==> src/ehci_regs_defs.svh <==
`ifndef EHCI_REGS_DEFS_SVH
`define EHCI_REGS_DEFS_SVH

// ==========================================================
// register offsets
`define USB_COMMAND_OFF     8'h20
`define USB_STATUS_OFF      8'h24

// ==========================================================
// command register fields
`define CMD_RUN_STOP_BIT    0
`define CMD_CTRL_RESET_BIT  1
`define CMD_FLS_LO          2
`define CMD_FLS_HI          3

// ==========================================================
// frame list size codes
`define FLS_1024            2'h0
`define FLS_512             2'h1
`define FLS_256             2'h2
`define FLS_RESERVED        2'h3
`define FLS_RESET           2'h0

// ==========================================================
// status register fields
`define STS_XFER_DONE_BIT   0
`define STS_XFER_ERR_BIT    1
`define STS_PORT_CHG_BIT    2
`define STS_WRAP_BIT        3
`define STS_HOST_ERR_BIT    4
`define STS_ASYNC_ADV_BIT   5
`define STS_HALTED_BIT      12
`define STS_EMPTY_ASYNC_BIT 13
`define STS_PERIODIC_BIT    14
`define STS_ASYNC_BIT       15
`define STS_W1C_FLAGS       5
`define STS_FLAGS_RESET     6'h00
`define STS_HALTED_RESET    1'h1

// ==========================================================
// frame index wrap bits
`define WRAP_BIT_1024       13
`define WRAP_BIT_512        12
`define WRAP_BIT_256        11

// ==========================================================
// timing
`define CLK_PERIOD_NS       10
`define UFRAME_NS           125000
`define UFRAME_CYCLES       (`UFRAME_NS / `CLK_PERIOD_NS)
`define CTRL_RESET_CYCLES   16

`endif

==> src/ehci_regs_pkg.sv <==
// ==========================================================
// shared types
package ehci_regs_pkg;

    typedef enum logic [1:0] {
        RUN_ACTIVE,
        RUN_DRAIN,
        RUN_HALTED
    } run_state_t;

    typedef enum logic {
        RST_IDLE,
        RST_BUSY
    } ctrl_reset_state_t;

endpackage

==> src/frame_if.sv <==
`timescale 1ns/1ps

// ==========================================================
// frame index carrier
interface frame_if;
    logic        run;
    logic [1:0]  list_size;
    logic [13:0] frame_index;
    logic [9:0]  list_index;
    logic        wrap;

    modport counter (
        input  run,
        input  list_size,
        output frame_index,
        output list_index,
        output wrap
    );

    modport ctrl (
        output run,
        output list_size,
        input  frame_index,
        input  list_index,
        input  wrap
    );
endinterface // frame_if

==> src/ehci_command_status_regs.sv <==
`timescale 1ns/1ps
`include "ehci_regs_defs.svh"

// Functional notes
// - frame list size 00 gives 1024, 01 gives 512, 10 gives 256; resets 00
// - size field writable only when programmable list capability is set
// - selected size picks which frame index bits form the list index
// - controller reset returns pipelines, timers, counters, state machines to initial
// - controller reset start aborts any transaction in progress at once
// - controller reset never signals a bus reset on downstream ports
// - configuration space untouched; every operational register reinitialised
// - after controller reset all root ports return to companion controllers
// - reset bit self-clears when done; writing 0 cannot shorten it
// - run executes schedule; stop drains pipeline, halts, reports halted
// - status flags clear by writing 1; writing 0 leaves them; here async advance flag 5 is read-only, cleared only by a reset
// - status shows only pending interrupts and controller states
// - status at 24h: state bits 15-12, halted resets 1, flags 5-0
// - halted 0 while run set; 1 once stopped by software or hardware
// - host system error sets its flag and clears run
// - rollover flag set when frame index bit for list size toggles
module ehci_command_status_regs #(
    parameter int UFRAME_CYCLES     = `UFRAME_CYCLES,
    parameter int CTRL_RESET_CYCLES = `CTRL_RESET_CYCLES
) (
    input  wire logic        core_clk,
    input  wire logic        reset,
    input  wire logic [7:0]  reg_addr,
    input  wire logic        reg_write,
    input  wire logic        reg_read,
    input  wire logic [31:0] reg_wdata,
    output logic      [31:0] reg_rdata,
    input  wire logic        programmable_list_cap,
    input  wire logic        pipeline_idle,
    input  wire logic        transfer_done_event,
    input  wire logic        transfer_error_event,
    input  wire logic        port_change_event,
    input  wire logic        host_error_event,
    input  wire logic        async_advance_event,
    input  wire logic        async_schedule_state,
    input  wire logic        periodic_sched_state,
    input  wire logic        empty_async_detect,
    output logic             run_stop,
    output logic             halted_flag,
    output logic             schedule_fetch_en,
    output logic             controller_reset_active,
    output logic             transaction_abort,
    output logic             port_owner_revert,
    output logic      [13:0] frame_index,
    output logic      [9:0]  frame_list_index
);

    // ==========================================================
    // declarations
    frame_if fi ();

    ehci_regs_pkg::ctrl_reset_state_t rst_state_reg;
    ehci_regs_pkg::ctrl_reset_state_t rst_state_next;
    ehci_regs_pkg::run_state_t        run_state_reg;
    ehci_regs_pkg::run_state_t        run_state_next;

    logic [15:0] rst_cnt_reg;
    logic        abort_reg;
    logic        revert_reg;
    logic        soft_reset;
    logic        run_stop_reg;
    logic        run_stop_next;
    logic [1:0]  frame_list_size_reg;
    logic [5:0]  flags_reg;
    logic [5:0]  flags_set;
    logic [5:0]  flags_next;
    logic [31:0] rdata_reg;

    wire         sel_cmd;
    wire         sel_sts;
    wire         wr_cmd;
    wire         wr_sts;
    wire         rst_request;
    wire         rst_done;
    wire         fls_write_ok;
    wire  [1:0]  fls_wdata;
    wire  [31:0] cmd_value;
    wire  [31:0] sts_value;
    wire  [31:0] read_value;
    wire         reset_busy;
    wire         run_halted;

    // ==========================================================
    // state decode
    function automatic logic is_reset_busy(input ehci_regs_pkg::ctrl_reset_state_t st);
        is_reset_busy = (st == ehci_regs_pkg::RST_BUSY);
    endfunction

    function automatic logic is_run_halted(input ehci_regs_pkg::run_state_t st);
        is_run_halted = (st == ehci_regs_pkg::RUN_HALTED);
    endfunction

    assign reset_busy = is_reset_busy(rst_state_reg);
    assign run_halted = is_run_halted(run_state_reg);

    // ==========================================================
    // address decode
    assign sel_cmd = (reg_addr == `USB_COMMAND_OFF);
    assign sel_sts = (reg_addr == `USB_STATUS_OFF);
    assign wr_cmd  = reg_write && sel_cmd;
    assign wr_sts  = reg_write && sel_sts;

    // ==========================================================
    // controller reset sequencer
    assign rst_request = wr_cmd && reg_wdata[`CMD_CTRL_RESET_BIT]
                         && (rst_state_reg == ehci_regs_pkg::RST_IDLE);
    assign rst_done    = (rst_cnt_reg == 16'(CTRL_RESET_CYCLES - 1));

    always_comb begin
        rst_state_next = rst_state_reg;
        case (rst_state_reg)
            ehci_regs_pkg::RST_IDLE: begin
                if (rst_request) begin
                    rst_state_next = ehci_regs_pkg::RST_BUSY;
                end
            end
            ehci_regs_pkg::RST_BUSY: begin
                if (rst_done) begin
                    rst_state_next = ehci_regs_pkg::RST_IDLE;
                end
            end
            default: begin
                rst_state_next = ehci_regs_pkg::RST_IDLE;
            end
        endcase
    end

    always_ff @(posedge core_clk) begin
        if (reset) begin
            rst_state_reg <= ehci_regs_pkg::RST_IDLE;
        end else begin
            rst_state_reg <= rst_state_next;
        end
    end

    // zero writes ignored while busy; only the count ends the reset
    always_ff @(posedge core_clk) begin
        if (reset || !reset_busy) begin
            rst_cnt_reg <= 16'h0000;
        end else begin
            rst_cnt_reg <= rst_cnt_reg + 16'h0001;
        end
    end

    // abort and ownership pulses; no bus reset output exists
    always_ff @(posedge core_clk) begin
        if (reset) begin
            abort_reg  <= 1'b0;
            revert_reg <= 1'b0;
        end else begin
            abort_reg  <= rst_request;
            revert_reg <= rst_request;
        end
    end

    // operational state reinitialised by either reset
    assign soft_reset = reset || reset_busy;

    // ==========================================================
    // run/stop and halt
    always_comb begin
        run_stop_next = run_stop_reg;
        if (host_error_event) begin
            run_stop_next = 1'b0;
        end else if (wr_cmd && !rst_request) begin
            run_stop_next = reg_wdata[`CMD_RUN_STOP_BIT];
        end
    end

    always_comb begin
        run_state_next = run_state_reg;
        case (run_state_reg)
            ehci_regs_pkg::RUN_ACTIVE: begin
                if (!run_stop_reg) begin
                    run_state_next = ehci_regs_pkg::RUN_DRAIN;
                end
            end
            ehci_regs_pkg::RUN_DRAIN: begin
                if (run_stop_reg) begin
                    run_state_next = ehci_regs_pkg::RUN_ACTIVE;
                end else if (pipeline_idle) begin
                    run_state_next = ehci_regs_pkg::RUN_HALTED;
                end
            end
            ehci_regs_pkg::RUN_HALTED: begin
                if (run_stop_reg) begin
                    run_state_next = ehci_regs_pkg::RUN_ACTIVE;
                end
            end
            default: begin
                run_state_next = ehci_regs_pkg::RUN_HALTED;
            end
        endcase
    end

    always_ff @(posedge core_clk) begin
        if (soft_reset) begin
            run_stop_reg  <= 1'b0;
            run_state_reg <= ehci_regs_pkg::RUN_HALTED;
        end else begin
            run_stop_reg  <= run_stop_next;
            run_state_reg <= run_state_next;
        end
    end

    // ==========================================================
    // frame list size
    assign fls_wdata    = reg_wdata[`CMD_FLS_HI:`CMD_FLS_LO];
    assign fls_write_ok = wr_cmd && !rst_request && programmable_list_cap
                          && (fls_wdata != `FLS_RESERVED);

    always_ff @(posedge core_clk) begin
        if (soft_reset) begin
            frame_list_size_reg <= `FLS_RESET;
        end else if (fls_write_ok) begin
            frame_list_size_reg <= fls_wdata;
        end
    end

    // ==========================================================
    // frame index counter
    assign fi.run       = !run_halted;
    assign fi.list_size = frame_list_size_reg;

    frame_index_counter #(
        .UFRAME_CYCLES (UFRAME_CYCLES)
    ) u_frame_index (
        .core_clk (core_clk),
        .reset    (soft_reset),
        .fi       (fi)
    );

    // ==========================================================
    // status flags, set wins over clear
    assign flags_set[`STS_XFER_DONE_BIT] = transfer_done_event;
    assign flags_set[`STS_XFER_ERR_BIT]  = transfer_error_event;
    assign flags_set[`STS_PORT_CHG_BIT]  = port_change_event;
    assign flags_set[`STS_WRAP_BIT]      = fi.wrap;
    assign flags_set[`STS_HOST_ERR_BIT]  = host_error_event;
    assign flags_set[`STS_ASYNC_ADV_BIT] = async_advance_event;

    genvar g;
    generate
        for (g = 0; g < `STS_W1C_FLAGS; g = g + 1) begin : g_w1c
            assign flags_next[g] = flags_set[g]
                                   || (flags_reg[g] && !(wr_sts && reg_wdata[g]));
        end
    endgenerate

    // read-only flag; only a reset clears it
    assign flags_next[`STS_ASYNC_ADV_BIT] = flags_set[`STS_ASYNC_ADV_BIT]
                                            || flags_reg[`STS_ASYNC_ADV_BIT];

    always_ff @(posedge core_clk) begin
        if (soft_reset) begin
            flags_reg <= `STS_FLAGS_RESET;
        end else begin
            flags_reg <= flags_next;
        end
    end

    // ==========================================================
    // read data
    assign cmd_value = {28'h0000000, frame_list_size_reg,
                        reset_busy, run_stop_reg};

    // interrupts and controller states only, reserved bits read zero
    assign sts_value = {16'h0000, async_schedule_state, periodic_sched_state,
                        empty_async_detect, halted_flag, 6'h00, flags_reg};

    assign read_value = sel_cmd ? cmd_value :
                        sel_sts ? sts_value : 32'h00000000;

    always_ff @(posedge core_clk) begin
        if (reset) begin
            rdata_reg <= 32'h00000000;
        end else if (reg_read) begin
            rdata_reg <= read_value;
        end
    end

    // ==========================================================
    // outputs
    assign reg_rdata               = rdata_reg;
    assign run_stop                = run_stop_reg;
    assign halted_flag             = run_halted
                                     && !run_stop_reg;
    assign schedule_fetch_en       = run_stop_reg && !soft_reset;
    assign controller_reset_active = reset_busy;
    assign transaction_abort       = abort_reg;
    assign port_owner_revert       = revert_reg;
    assign frame_index             = fi.frame_index;
    assign frame_list_index        = fi.list_index;

endmodule // ehci_command_status_regs

==> src/frame_index_counter.sv <==
`timescale 1ns/1ps
`include "ehci_regs_defs.svh"

module frame_index_counter #(
    parameter int UFRAME_CYCLES = `UFRAME_CYCLES
) (
    input  wire logic   core_clk,
    input  wire logic   reset,
    frame_if.counter    fi
);

    // ==========================================================
    // microframe divider
    logic [31:0] div_reg;
    logic        tick;
    logic [13:0] index_reg;
    logic [13:0] index_next;
    logic        wrap_reg;
    logic [9:0]  list_index_reg;
    logic        wrap_sel_old;
    logic        wrap_sel_new;

    assign tick = fi.run && (div_reg == 32'(UFRAME_CYCLES - 1));
    assign index_next = index_reg + 14'h0001;

    function automatic logic wrap_bit(input logic [1:0] size, input logic [13:0] idx);
        if (size == `FLS_1024) begin
            wrap_bit = idx[`WRAP_BIT_1024];
        end else if (size == `FLS_512) begin
            wrap_bit = idx[`WRAP_BIT_512];
        end else begin
            wrap_bit = idx[`WRAP_BIT_256];
        end
    endfunction

    assign wrap_sel_old = wrap_bit(fi.list_size, index_reg);
    assign wrap_sel_new = wrap_bit(fi.list_size, index_next);

    always_ff @(posedge core_clk) begin
        if (reset || !fi.run || tick) begin
            div_reg <= 32'h00000000;
        end else begin
            div_reg <= div_reg + 32'h00000001;
        end
    end

    // ==========================================================
    // frame index and rollover
    always_ff @(posedge core_clk) begin
        if (reset) begin
            index_reg <= 14'h0000;
            wrap_reg  <= 1'b0;
        end else begin
            wrap_reg <= tick && (wrap_sel_old != wrap_sel_new);
            if (tick) begin
                index_reg <= index_next;
            end
        end
    end

    // ==========================================================
    // current list index from size
    always_ff @(posedge core_clk) begin
        if (reset) begin
            list_index_reg <= 10'h000;
        end else if (fi.list_size == `FLS_1024) begin
            list_index_reg <= index_reg[12:3];
        end else if (fi.list_size == `FLS_512) begin
            list_index_reg <= {1'b0, index_reg[11:3]};
        end else begin
            list_index_reg <= {2'b00, index_reg[10:3]};
        end
    end

    assign fi.frame_index = index_reg;
    assign fi.list_index  = list_index_reg;
    assign fi.wrap        = wrap_reg;

endmodule // frame_index_counter

==> config.mk <==
export PLATFORM = sky130hd
export DESIGN_NAME = ehci_command_status_regs
export DESIGN_NICKNAME = d
export VERILOG_FILES = /design/src/ehci_regs_pkg.sv /design/src/frame_if.sv /design/src/ehci_command_status_regs.sv /design/src/frame_index_counter.sv
export VERILOG_INCLUDE_DIRS = /design/src
export SDC_FILE = /design/constraint.sdc
export NUM_CORES = 1
export LEC_CHECK = 0
export BUFFER_PORTS_ARGS = -buffer_cell sky130_fd_sc_hd__buf_2
export CAP_MARGIN = 20
export CORE_MARGIN = 2
export CORE_UTILIZATION = 47
export DETAILED_ROUTE_END_ITERATION = 16
export GPL_TIMING_DRIVEN = 0
export PLACE_DENSITY = 0.76
export RECOVER_POWER = 100
export SLEW_MARGIN = 20
export SYNTH_ARGS = -nofsm -noshare
export SYNTH_HDL_FRONTEND = slang
export SYNTH_SLANG_ARGS = --single-unit
==> constraint.sdc <==
create_clock -name core_clk -period 2.2 [get_ports core_clk]
set_input_delay 0.11 -clock core_clk [delete_from_list [all_inputs] [get_ports core_clk]]
set_output_delay 0.11 -clock core_clk [all_outputs]
set_load 0.01 [all_outputs]
After elaboration in Yosys (flattened, before gate mapping) --
Cells that the tools add are included.
Word-level totals: output and inout bits 62, logic and storage cells 89, flip-flop bits (word level) 118, input bits 54
Cells by class: multiplexer cells 16, reduce and logical (&&, ||, !) cells 45, equal/unequal tests 12, $add $sub $neg 3, bitwise gates (word level) 1
Operators by type and width (count):
- $add 32x1->32 const B | 1
- $eq 32x14->1 const B | 1
- $mux 16 | 2
- $logic_and 1x1->1 | 21
- $add 16x1->16 const B | 1
- $eq 16x4->1 const B | 1
- $eq 8x6->1 const B | 2
- $add 14x1->14 const B | 1
- $logic_not 1->1 | 10
- $logic_or 1x1->1 | 10
- $mux 10 | 1
- $mux 9 | 1
- $mux 2 | 4
- $mux 1 | 6
- $ne 2x2->1 const B | 3
- $pmux 2 s3 | 1
- $eq 2x1->1 const B | 2
- $logic_not 2->1 | 2
- $ne 3x3->1 const B | 1
- $reduce_and 3->1 | 1
- $eq 2x2->1 const B | 1
- $pmux 1 s2 | 1
- $reduce_or 2->1 | 1
- $ne 1x1->1 | 1
- $not 1->1 | 1

Logic depth before layout (Yosys ltp) --
Gate-level depths: netlist of run 1.
depth after elaboration 8, depth in mapped cells 8, gate-level depth less buffers 7

By module --
A second synthesis of run 1 with hierarchy kept.
Unflattened totals: cell total of the unflattened synthesis 480, area total of the unflattened synthesis 4289.1 µm²
Modules (own cells, without submodules):
- frame_index_counter | seq. area each 1141.1 µm², area each 2479.9 µm², times used 1, cells an instance 272
- ehci_command_status_regs | seq. area each 780.7 µm², area each 1809.2 µm², times used 1, cells an instance 208

Worst setup path before layout of run 1 --
OpenSTA, ideal clock, no wires.
kind register to register, start point register u_frame_index.div_reg[0], end point register u_frame_index.index_reg[7], in the netlist u_frame_index.fi.frame_index[7], data arrival time 1910 ps, period minus slack after synthesis 2031 ps, slack 169 ps, setup time 121 ps, cell stages (with the launch flop) 9, buffers on the path 1, data required time 2079 ps, cells stage by stage dfxtp_1 ha_1 nor4b_2 nand4_1 or3_1 buf_6 nor2b_4 nand3_1 mux2_4
On the way: cells in the longest elaborated chain, start to end 2
RTL lines:
- start: declaration | RTL line frame_index_counter.sv:14 | logic [31:0] div_reg;
- start signal: assignment | RTL line frame_index_counter.sv:43 | div_reg <= div_reg + 32'h00000001;
- $eq 32x14->1 | RTL line frame_index_counter.sv:23 | assign tick = fi.run && (div_reg == 32'(UFRAME_CYCLES - 1));
- $logic_and 1x1->1 | RTL line frame_index_counter.sv:23
- end signal: assignment | RTL line frame_index_counter.sv:56 | index_reg <= index_next;
- end: declaration | RTL line frame_index_counter.sv:16 | logic [13:0] index_reg;
No other way between the ends. A chain may end at the register's enable or synchronous reset.

Final worst setup path of run 1 --
start point register u_frame_index.div_reg[0], end point register u_frame_index.index_reg[9], in the netlist u_frame_index.fi.frame_index[9]
Same word-level chain as after synthesis.

==> flow_summary.ini, run 1 <==
[run_status]
run_status = finished clean

[route]
num_vias = 3509
ant_nets = 0
wirelength_mm = 8.36
wl_per_cell_um = 12.1
drt_iter0_markers = 108
drc = 0
via_per_inst = 5.06
dr.pass1.iters = 5

[grt]
grt_start_max_net_pins = 19
grt_pass1_vias = 3282
antenna_found_initial = 0
grt_pass1_wl_mm = 14.1
grt-ovfl-total = 0
grt_use_total_pct = 17.1

[final_layout]
nFillCells = 786
fin_nets = 637
final_cell_mix = dfxtp_1 (94), nor2_1 (74), clkbuf_1 (52), xor2_1 (38), nand3_1 (37)
final_util_pct = 57.4
largest_register_ff_count = 32
syn2layout_area_growth_pct = 18.6
final_area_mm2 = 0.00500
final_common_cell = dfxtp_1
drive_gt1_share_pct = 16.1
n_antenna_cell = 0

[logic_synthesis]
yosys-top-cells-area = dfxtp_1 (46%), xor2_1 (7.9%), nor2_1 (6.6%)
syn_area_mm2 = 0.00422
ys_warn_count = 0
synth_top_area_share_pct = 45.5
ys_seq_area_share_pct = 45.5
synth_seq_cells = 96
synth_top_area_cell = dfxtp_1
avgSynthCellArea_um2 = 8.87
ys_types = 45
synth_cells = 476

[setup_path]
rrSetupSlack_ns = 0.11
crit_type = reg2reg
end_kind = flop
path_cells = ha_4, nor4b_4, nand4_1, or3_1, buf_6, nor2b_4, nand3_1, mux2_4
reg2reg_to = u_frame_index.fi.frame_index[9]$_SDFFE_PP0P_
startpoint = u_frame_index.div_reg[0]$_SDFF_PP0_
timing.rr.start = u_frame_index.div_reg[0]$_SDFF_PP0_
cp_data_arrival_time_ns = 2.36
slowest_delay_ns = 0.38
cp-start-kind = flop
path_max_fanout = 10
cp.required_ns = 2.47
r2r_cells = 8
slowest_stage = dfxtp_4

[sta]
hold_ws_ns = 0.00411
finalSetupViolations = 0
post-route-min-period_ns = 2.09
relSlewSlack_pct = 65.3
hold_viol = 0
slew_violations = 0
setup_ws_ns = 0.106
fin_skew_ns = 0.0164
tightestPinTransition_ns = 0.517
fin_crit_sh_pct = 95.2
fmaxAchievable_ghz = 0.478

[power_and_ir_drop]
finalPower_mw = 3.00
irDropWorstVdd_mv = 0.268
p_leak_nw = 1.85
power_density_mw_per_mm2 = 599

[clock_network]
clkTransAtPathRegs_ns = 0.11
root_buffer = clkbuf_8
cts_buffers = 9
cts_tree = built
max-clock-path-buffers = 2
h-tree-depth = 3
insertion_delay_ns = 0.37
cts.sinks = 96

[die]
initial_core_util_pct = 48.4
die_y_um = 98.8
core_mm2 = 0.00872
rows = 34
die_x_um = 98.8
top_level_ports = 116
die_area_mm2 = 0.00976

[place]
place_area_mm2 = 0.00476
portBuffers = 65
dp_worst_setup_slack_ns = -0.0733
gp_congestion = 0.821
post-dp-hpwl_mm = 6.05

[worst_hold_path]
hold_class = in2reg
worstHoldEndpoint = reg_rdata[13]$_SDFFE_PP0P_
hold_path_depth = 3
hp-start = empty_async_detect

[run]
max_cap_viol_count = 0
==> synth_stat cells (all sizes together) <==
| cell type | instances |
|---|---|
| a222oi | 1 |
| xor2 | 38 |
| dfxtp | 96 |
| nor3b | 2 |
| and2b | 1 |
| nand2b | 9 |
| o21ba | 1 |
| o221a | 1 |
| nand3 | 37 |
| a31oi | 4 |
| ha | 3 |
| nor4b | 1 |
| or2b | 1 |
| o21ai | 7 |
| nor2b | 7 |
| nand4 | 15 |
| buf | 30 |
| or3 | 7 |
| xnor2 | 15 |
| mux2 | 2 |
| nor3 | 6 |
| conb | 1 |
| mux2i | 3 |
| inv | 4 |
| nor4 | 12 |
| clkbuf | 11 |
| nand2 | 31 |
| and4 | 8 |
| a41oi | 1 |
| a21oi | 23 |
| and3 | 10 |
| or2 | 2 |
| and2 | 11 |
| or4b | 1 |
| nor2 | 74 |
==> timing repair <==
item	CTS	global route
endpoints found under the setup margin	35	37
endpoints found under the hold margin	6	0
pin swaps	1	1
hold buffers	5	0
resized for setup	3	8
setup buffers	0	2
==> cell type report <==
class | instances | area (um^2) | area share (%)
plain buffers | 41 | 259 | 5.17
clock buffers | 10 | 138 | 2.75
clock inverters | 6 | 57.6 | 1.15
inverters | 4 | 15.0 | 0.300
multi-input cells | 356 | 2130 | 42.6
flip-flops and latches | 96 | 1930 | 38.5
well taps | 108 | 135 | 2.70
repair buffers | 72 | 342 | 6.83
==> worst max-delay path by stage <==
stage	slack (ns)	end	cells past startpoint
final	0.11	u_frame_index.fi.frame_index[9]$_SDFFE_PP0P_	8
after global placement	-0.01	u_frame_index.fi.frame_index[7]$_SDFFE_PP0P_	8
after floorplan	0.17	u_frame_index.fi.frame_index[7]$_SDFFE_PP0P_	8
after CTS	0.02	u_frame_index.fi.frame_index[9]$_SDFFE_PP0P_	8
after global routing	-0.02	u_frame_index.div_reg[21]$_SDFF_PP0_	8
after detailed placement	-0.07	u_frame_index.fi.frame_index[8]$_SDFFE_PP0P_	7
==> cells by family (layout without fill, tap and decap cells) <==
| logic type | after synthesis | after routing | share of synthesized area [%] |
|---|---|---|---|
| other | 1 | 22 | 0.0888 |
| adder cells (fa/ha/maj) | 3 | 3 | 0.889 |
| AND/OR/NAND/NOR | 235 | 235 | 29.4 |
| multiplexers | 5 | 5 | 1.42 |
| buffers and inverters | 45 | 133 | 6.61 |
| AO/OA/AOI/OAI | 38 | 38 | 5.10 |
| XOR/XNOR | 53 | 53 | 11.0 |
| flip-flops | 96 | 96 | 45.5 |
==> critical path: cells and delay by family (launching register included) <==
kind | cells | cell delay (ns)
buffers and inverters | 1 | 0.15
adders and majority gates | 1 | 0.15
DFF | 1 | 0.38
and+or+nand+nor | 5 | 1.00
muxes | 1 | 0.31
==> per-stage QoR <==
| step | std cells | setup TNS [ns] |
|---|---|---|
| 2_1_floorplan | 497 | 0 |
| 3_3_place_gp | 670 | -0.0113 |
| 3_5_place_dp | 670 | -0.794 |
| 4_1_cts | 691 | 0 |
| 5_1_grt | 693 | -0.129 |
| 6_report | 693 | 0 |
==> report_power, final <==
group	internal [mW]	switching [mW]	leakage, nW
clock	0.472	0.660	0.102
combinational	0.0577	0.0610	0.974
sequential	1.74	0.00334	0.776
total	2.27	0.725	1.85
==> metal layers <==
| layer | track usage, % | vias to the layer above | routed length, um |
|---|---|---|---|
| li1 | - | 1789 | - |
| met1 | 20.5 | 1616 | 3850 |
| met2 | 29.9 | 89 | 3940 |
| met3 | 2.77 | 15 | 412 |
| met4 | 8.11 | 0 | 153 |
| met5 | 0 | - | 0 |
No activity file was read; power rests on OpenSTA's default activity.
==> inputs of run 2 (changes only) <==
--- a/config.mk
+++ b/config.mk
@@ -10,10 +10,12 @@
 export CAP_MARGIN = 20
 export CORE_MARGIN = 2
 export CORE_UTILIZATION = 47
+export CTS_BUF_LIST = sky130_fd_sc_hd__clkbuf_16
 export DETAILED_ROUTE_END_ITERATION = 16
 export GPL_TIMING_DRIVEN = 0
 export PLACE_DENSITY = 0.76
 export RECOVER_POWER = 100
+export SKIP_LAST_GASP = 1
 export SLEW_MARGIN = 20
 export SYNTH_ARGS = -nofsm -noshare
 export SYNTH_HDL_FRONTEND = slang
==> run 2 against run 1 <==
Net effect: sequential share of layout area down 0.57 points; sequential cell count did not move; hold slack improved by 0.038 ns; sequential power is essentially flat; largest cell class unchanged; highest routed layer unchanged.
==> flow_summary.ini, run 2 (same netlist as run 1, synthesis figures left out) <==
[run_status]
run_status = finished clean

[place]
dp_cells = 670
place_area_mm2 = 0.00476
portBuffers = 65
gp_congestion = 0.821
post-dp-hpwl_mm = 6.05
dp_worst_setup_slack_ns = -0.0733

[setup_path]
slowest_delay_ns = 0.39
crit_buf_inv = 1
cp.required_ns = 2.43
end_kind = flop
path_cells = ha_4, nor4b_4, nand4_1, or3_1, buf_6, nor2b_4, nand3_1, mux2_1
rrSetupSlack_ns = 0.12
slowest_stage = dfxtp_1
crit_type = reg2reg
r2r_cells = 8
path_max_fanout = 10
path_depth = 8
cp_top_family = simple AND/OR/NAND/NOR gates
cp-start-kind = flop
cp_data_arrival_time_ns = 2.31

[route]
drt_iter0_markers = 99
wirelength_mm = 8.56
num_vias = 3534
ant_nets = 0
wl_per_cell_um = 12.4
dr.pass1.iters = 5
via_per_inst = 5.11
drc = 0

[power_and_ir_drop]
power.share.combinational_pct = 3.5
intPower_mw = 2.59
p_clk_share_pct = 44.6
switching_power_uw = 772
power_density_mw_per_mm2 = 664
seqPwrFrac_pct = 51.9
irDropWorstVdd_mv = 0.343
switching_share_pct = 22.9
p_leak_nw = 1.88

[sta]
rsz0062_at_grt = no
relSlewSlack_pct = 65.5
fin_skew_ns = 0.00997
setup_ws_ns = 0.118
hold_viol = 0
fmaxAchievable_ghz = 0.480
fin_tns_setup_ns = 0
slew_violations = 0
finalSetupViolations = 0
tightestPinTransition_ns = 0.514
fin_crit_sh_pct = 94.6
post-route-min-period_ns = 2.08

[die]
initial_core_util_pct = 48.4
die_area_mm2 = 0.00976
rows = 34
top_level_ports = 116
die_y_um = 98.8
core_mm2 = 0.00872
die_x_um = 98.8

[final_layout]
layout.cells.non_filler = 692
drive_gt1_share_pct = 15.2
syn2layout_area_growth_pct = 20.1
n_antenna_cell = 0
final_cell_mix = dfxtp_1 (95), nor2_1 (74), clkbuf_1 (53), xor2_1 (38), nand3_1 (37)
fin_nets = 636
final_area_mm2 = 0.00507
final_common_cell = dfxtp_1
largest_register_ff_count = 32
final_util_pct = 58.1

[clock_network]
cts_buffers = 9
cts_tree = built
insertion_delay_ns = 0.34
clkTransAtPathRegs_ns = 0.07
max-clock-path-buffers = 2
root_buffer = clkbuf_16
cts.sinks = 96
h-tree-depth = 3

[grt]
grt_pass1_wl_mm = 14.4
grt_pass1_vias = 3299
grt-ovfl-total = 0
grt_start_max_net_pins = 19
antenna_found_initial = 0
grt_use_total_pct = 17.5

[worst_hold_path]
hold_class = in2reg
hold_path_depth = 3

[run]
max_cap_viol_count = 0
## run 2: cell types whose count changed in the layout (fill, tap and decap cells not counted), sizes merged
cell	before	now
clkbuf	65	62
buf	53	54
clkinv	1	2
## run 2: cell type report
class / count / area (um^2)
fillers: 775 / 3650
multi-input cells: 356 / 2130
flip-flops and latches: 96 / 1920
repair buffers: 71 / 330
plain buffers: 41 / 251
clock buffers: 9 / 225
well taps: 108 / 135
clock inverters: 7 / 61.3
inverters: 4 / 15.0
## run 2: power by group through the flow
stage	clock [mW]	combinational (mW)	sequential, mW
after global placement	0	0.110	1.79
after CTS	1.52	0.118	1.75
after global routing	1.59	0.130	1.75
after detailed placement	0	0.111	1.79
after floorplan	0	0.0755	1.79
final	1.50	0.118	1.75
## run 2: through the flow
| step | power (mW) | hold slack (ns) |
|---|---|---|
| floorplan | 1.86 | 0.189 |
| global placement | 1.90 | 0.310 |
| detailed placement | 1.90 | 0.316 |
| CTS | 3.39 | 0.0418 |
| global route | 3.47 | 0.0517 |
| finish | 3.37 | 0.0420 |
## run 2: path summary, 6_finish.rpt
path                                                  endpoint                                 from
setup / recovery  u_frame_index.fi.frame_index[7]$_SDFFE_PP0P_  u_frame_index.div_reg[1]$_SDFF_PP0_
hold / removal                      reg_rdata[13]$_SDFFE_PP0P_                   empty_async_detect
setup reg to reg  u_frame_index.fi.frame_index[7]$_SDFFE_PP0P_  u_frame_index.div_reg[1]$_SDFF_PP0_
hold reg to reg                      rst_cnt_reg[0]$_SDFF_PP0_            rst_cnt_reg[0]$_SDFF_PP0_
## run 2: worst reg2reg max path, stage by stage, from the launching register on
cell and delay (ns):
dfxtp_1 0.39, ha_4 0.17, nor4b_4 0.18, nand4_1 0.16, or3_1 0.36, buf_6 0.15
nor2b_4 0.13, nand3_1 0.10, mux2_1 0.33
## run 2: layer usage
metal	vias to the layer above	global-route usage, %	part of all wire, %
li1	1788	-	-
met1	1653	20.8	45
met2	87	31.5	49
met3	6	3.62	4.9
met4	0	5.37	1.1
met5	-	0	0
## run 2: repair_timing
action	in CTS	in global routing
resized for setup	2	4
endpoints found under the setup margin	35	38
endpoints found under the hold margin	5	0
setup buffers	0	1
pin swaps	1	1
hold buffers	5	0
==> inputs of run 3 (changes only) <==
--- a/config.mk
+++ b/config.mk
@@ -8,6 +8,7 @@
 export LEC_CHECK = 0
 export BUFFER_PORTS_ARGS = -buffer_cell sky130_fd_sc_hd__buf_2
 export CAP_MARGIN = 20
+export CORE_ASPECT_RATIO = 1.75
 export CORE_MARGIN = 2
 export CORE_UTILIZATION = 47
 export CTS_BUF_LIST = sky130_fd_sc_hd__clkbuf_16
==> run 3 against run 2 <==
Net effect: global-route usage rose by 1.4 points; hold slack lost 0.0043 ns; via count is 0.23% higher; cell count up 1.3%; final area is 1.1% higher; register-to-register slack about the same; critical path type unchanged; critical endpoint is now u_frame_index.fi.frame_index[9]$_SDFFE_PP0P_; largest power group unchanged; highest routed layer unchanged.
==> flow_summary.ini, run 3 (same netlist as run 1, synthesis figures left out) <==
[final_layout]
largest_register_ff_count = 32
n_antenna_cell = 0
final_common_cell = dfxtp_1
syn2layout_area_growth_pct = 21.4
layout.cells.non_filler = 701
final_cell_mix = dfxtp_1 (95), nor2_1 (74), clkbuf_1 (51), xor2_1 (38), nand3_1 (37)
drive_gt1_share_pct = 15.8
fin_nets = 636

[clock_network]
cts_buffers = 9
cts_tree = built
h-tree-depth = 3
max-clock-path-buffers = 2
root_buffer = clkbuf_16
cts.sinks = 96
clkTransAtPathRegs_ns = 0.07
insertion_delay_ns = 0.34

[setup_path]
end_kind = flop
cp_data_arrival_time_ns = 2.31
cp.required_ns = 2.43
crit_type = reg2reg
cp-start-kind = flop
path_max_fanout = 10
r2r_cells = 8

[sta]
fmaxAchievable_ghz = 0.480
rsz0062_at_grt = yes
relSlewSlack_pct = 62.8
tightestPinTransition_ns = 0.554
fin_skew_ns = 0.00826
hold_viol = 0
post-route-min-period_ns = 2.08
slew_violations = 0
setup_ws_ns = 0.118
finalSetupViolations = 0
fin_crit_sh_pct = 94.6

[route]
drc = 0
wirelength_mm = 8.89
via_per_inst = 5.05
dr.pass1.iters = 4
ant_nets = 0
wl_per_cell_um = 12.7
drt_iter0_markers = 153
num_vias = 3542

[place]
portBuffers = 65
gp_congestion = 0.845
post-dp-hpwl_mm = 6.59
dp_cells = 679
dp_worst_setup_slack_ns = -0.0726

[power_and_ir_drop]
switching_share_pct = 20.5
seqPwrFrac_pct = 49.8
intPower_mw = 2.79
irDropWorstVdd_mv = 0.446
switching_power_uw = 718
power_density_mw_per_mm2 = 684
power.share.combinational_pct = 3.4
p_leak_nw = 1.90
p_clk_share_pct = 46.7

[run]
max_cap_viol_count = 0

[die]
top_level_ports = 116
die_y_um = 129
die_x_um = 75.6
core_mm2 = 0.00873
initial_core_util_pct = 48.4
rows = 45
die_area_mm2 = 0.00979

[grt]
antenna_found_initial = 0
grt_pass1_vias = 3306
grt_start_max_net_pins = 16
grt-ovfl-total = 0
grt_use_total_pct = 18.9
grt_pass1_wl_mm = 14.3

[run_status]
run_status = finished clean

[worst_hold_path]
hold_class = in2reg
hold_path_depth = 3
[run 3: changes by cell type in the layout (fill, tap and decap cells not counted), moves of 2 or more]
cell / before / now
bufinv_16: 0 / 2
nor4_1: 7 / 5
nor4_2: 4 / 6
clkinv_1: 1 / 3
inv_6: 3 / 1
inv_8: 2 / 0
clkbuf_1: 53 / 51
[run 3: final timing paths]
path / slack, ns / to / start
worst min-delay path: 0.04 / reg_rdata[14]$_SDFFE_PP0P_ / periodic_sched_state
worst min register to register: 0.45 / flags_reg[3]$_SDFF_PP0_ / u_frame_index.fi.wrap$_SDFF_PP0_
worst max-delay path: 0.12 / u_frame_index.fi.frame_index[9]$_SDFFE_PP0P_ / u_frame_index.div_reg[1]$_SDFF_PP0_
worst max register to register: 0.12 / u_frame_index.fi.frame_index[9]$_SDFFE_PP0P_ / u_frame_index.div_reg[1]$_SDFF_PP0_
[run 3: cell type report]
type	instances	area, um^2
fill	796	3600
multi-input combinational	356	2140
sequential	96	1920
timing repair buffer	71	335
buffer	41	251
clock buffer	9	225
tap	117	146
clock inverter	7	85.1
inverter	4	15.0
[run 3: routing by layer]
layer | global-route usage [%] | vias up | wire (um) | share of wire (%)
met3 | 4.90 | 20 | 390 | 4.4
met5 | 0 | - | 0 | 0
met2 | 33.9 | 81 | 4840 | 54
met1 | 19.2 | 1666 | 3430 | 39
li1 | - | 1775 | - | -
met4 | 10.1 | 0 | 225 | 2.5
[run 3: power by group through the flow]
stage | combinational (mW) | clock, mW | sequential [mW]
after floorplan | 0.0755 | 0 | 1.79
after global placement | 0.112 | 0 | 1.79
after detailed placement | 0.113 | 0 | 1.79
after CTS | 0.120 | 1.66 | 1.75
after global routing | 0.132 | 1.74 | 1.75
final | 0.120 | 1.64 | 1.75
[run 3: worst max-delay path, cell delays in order (launching register included)]
cell and delay, ns:
dfxtp_1 0.39, ha_4 0.17, nor4b_4 0.19, nand4_1 0.16, or3_1 0.35, buf_6 0.15
nor2b_4 0.13, nand3_1 0.12, mux2_4 0.30
[run 3: repair_timing]
action	in CTS	in global routing
cloned	0	0
endpoints found under the setup margin	32	37
hold buffers	5	0
resized for setup	2	6
buffers inserted	1	0
hold endpoints to repair	5	0
pin swaps	2	0
[run 3: stage by stage]
stage / total power [mW] / hold slack, ns / cell area [um^2] / TNS, ns / utilization [%]
floorplan: 1.86 / 0.189 / 4300 / 0 / -
global placement: 1.90 / 0.323 / 4770 / -0.0705 / 54.7
detailed placement: 1.90 / 0.325 / 4770 / -0.407 / 54.7
CTS: 3.53 / 0.0289 / 5150 / 0 / 59.0
global route: 3.62 / 0.0469 / 5130 / -0.00523 / 58.7
finish: 3.51 / 0.0377 / 5130 / 0 / 58.7
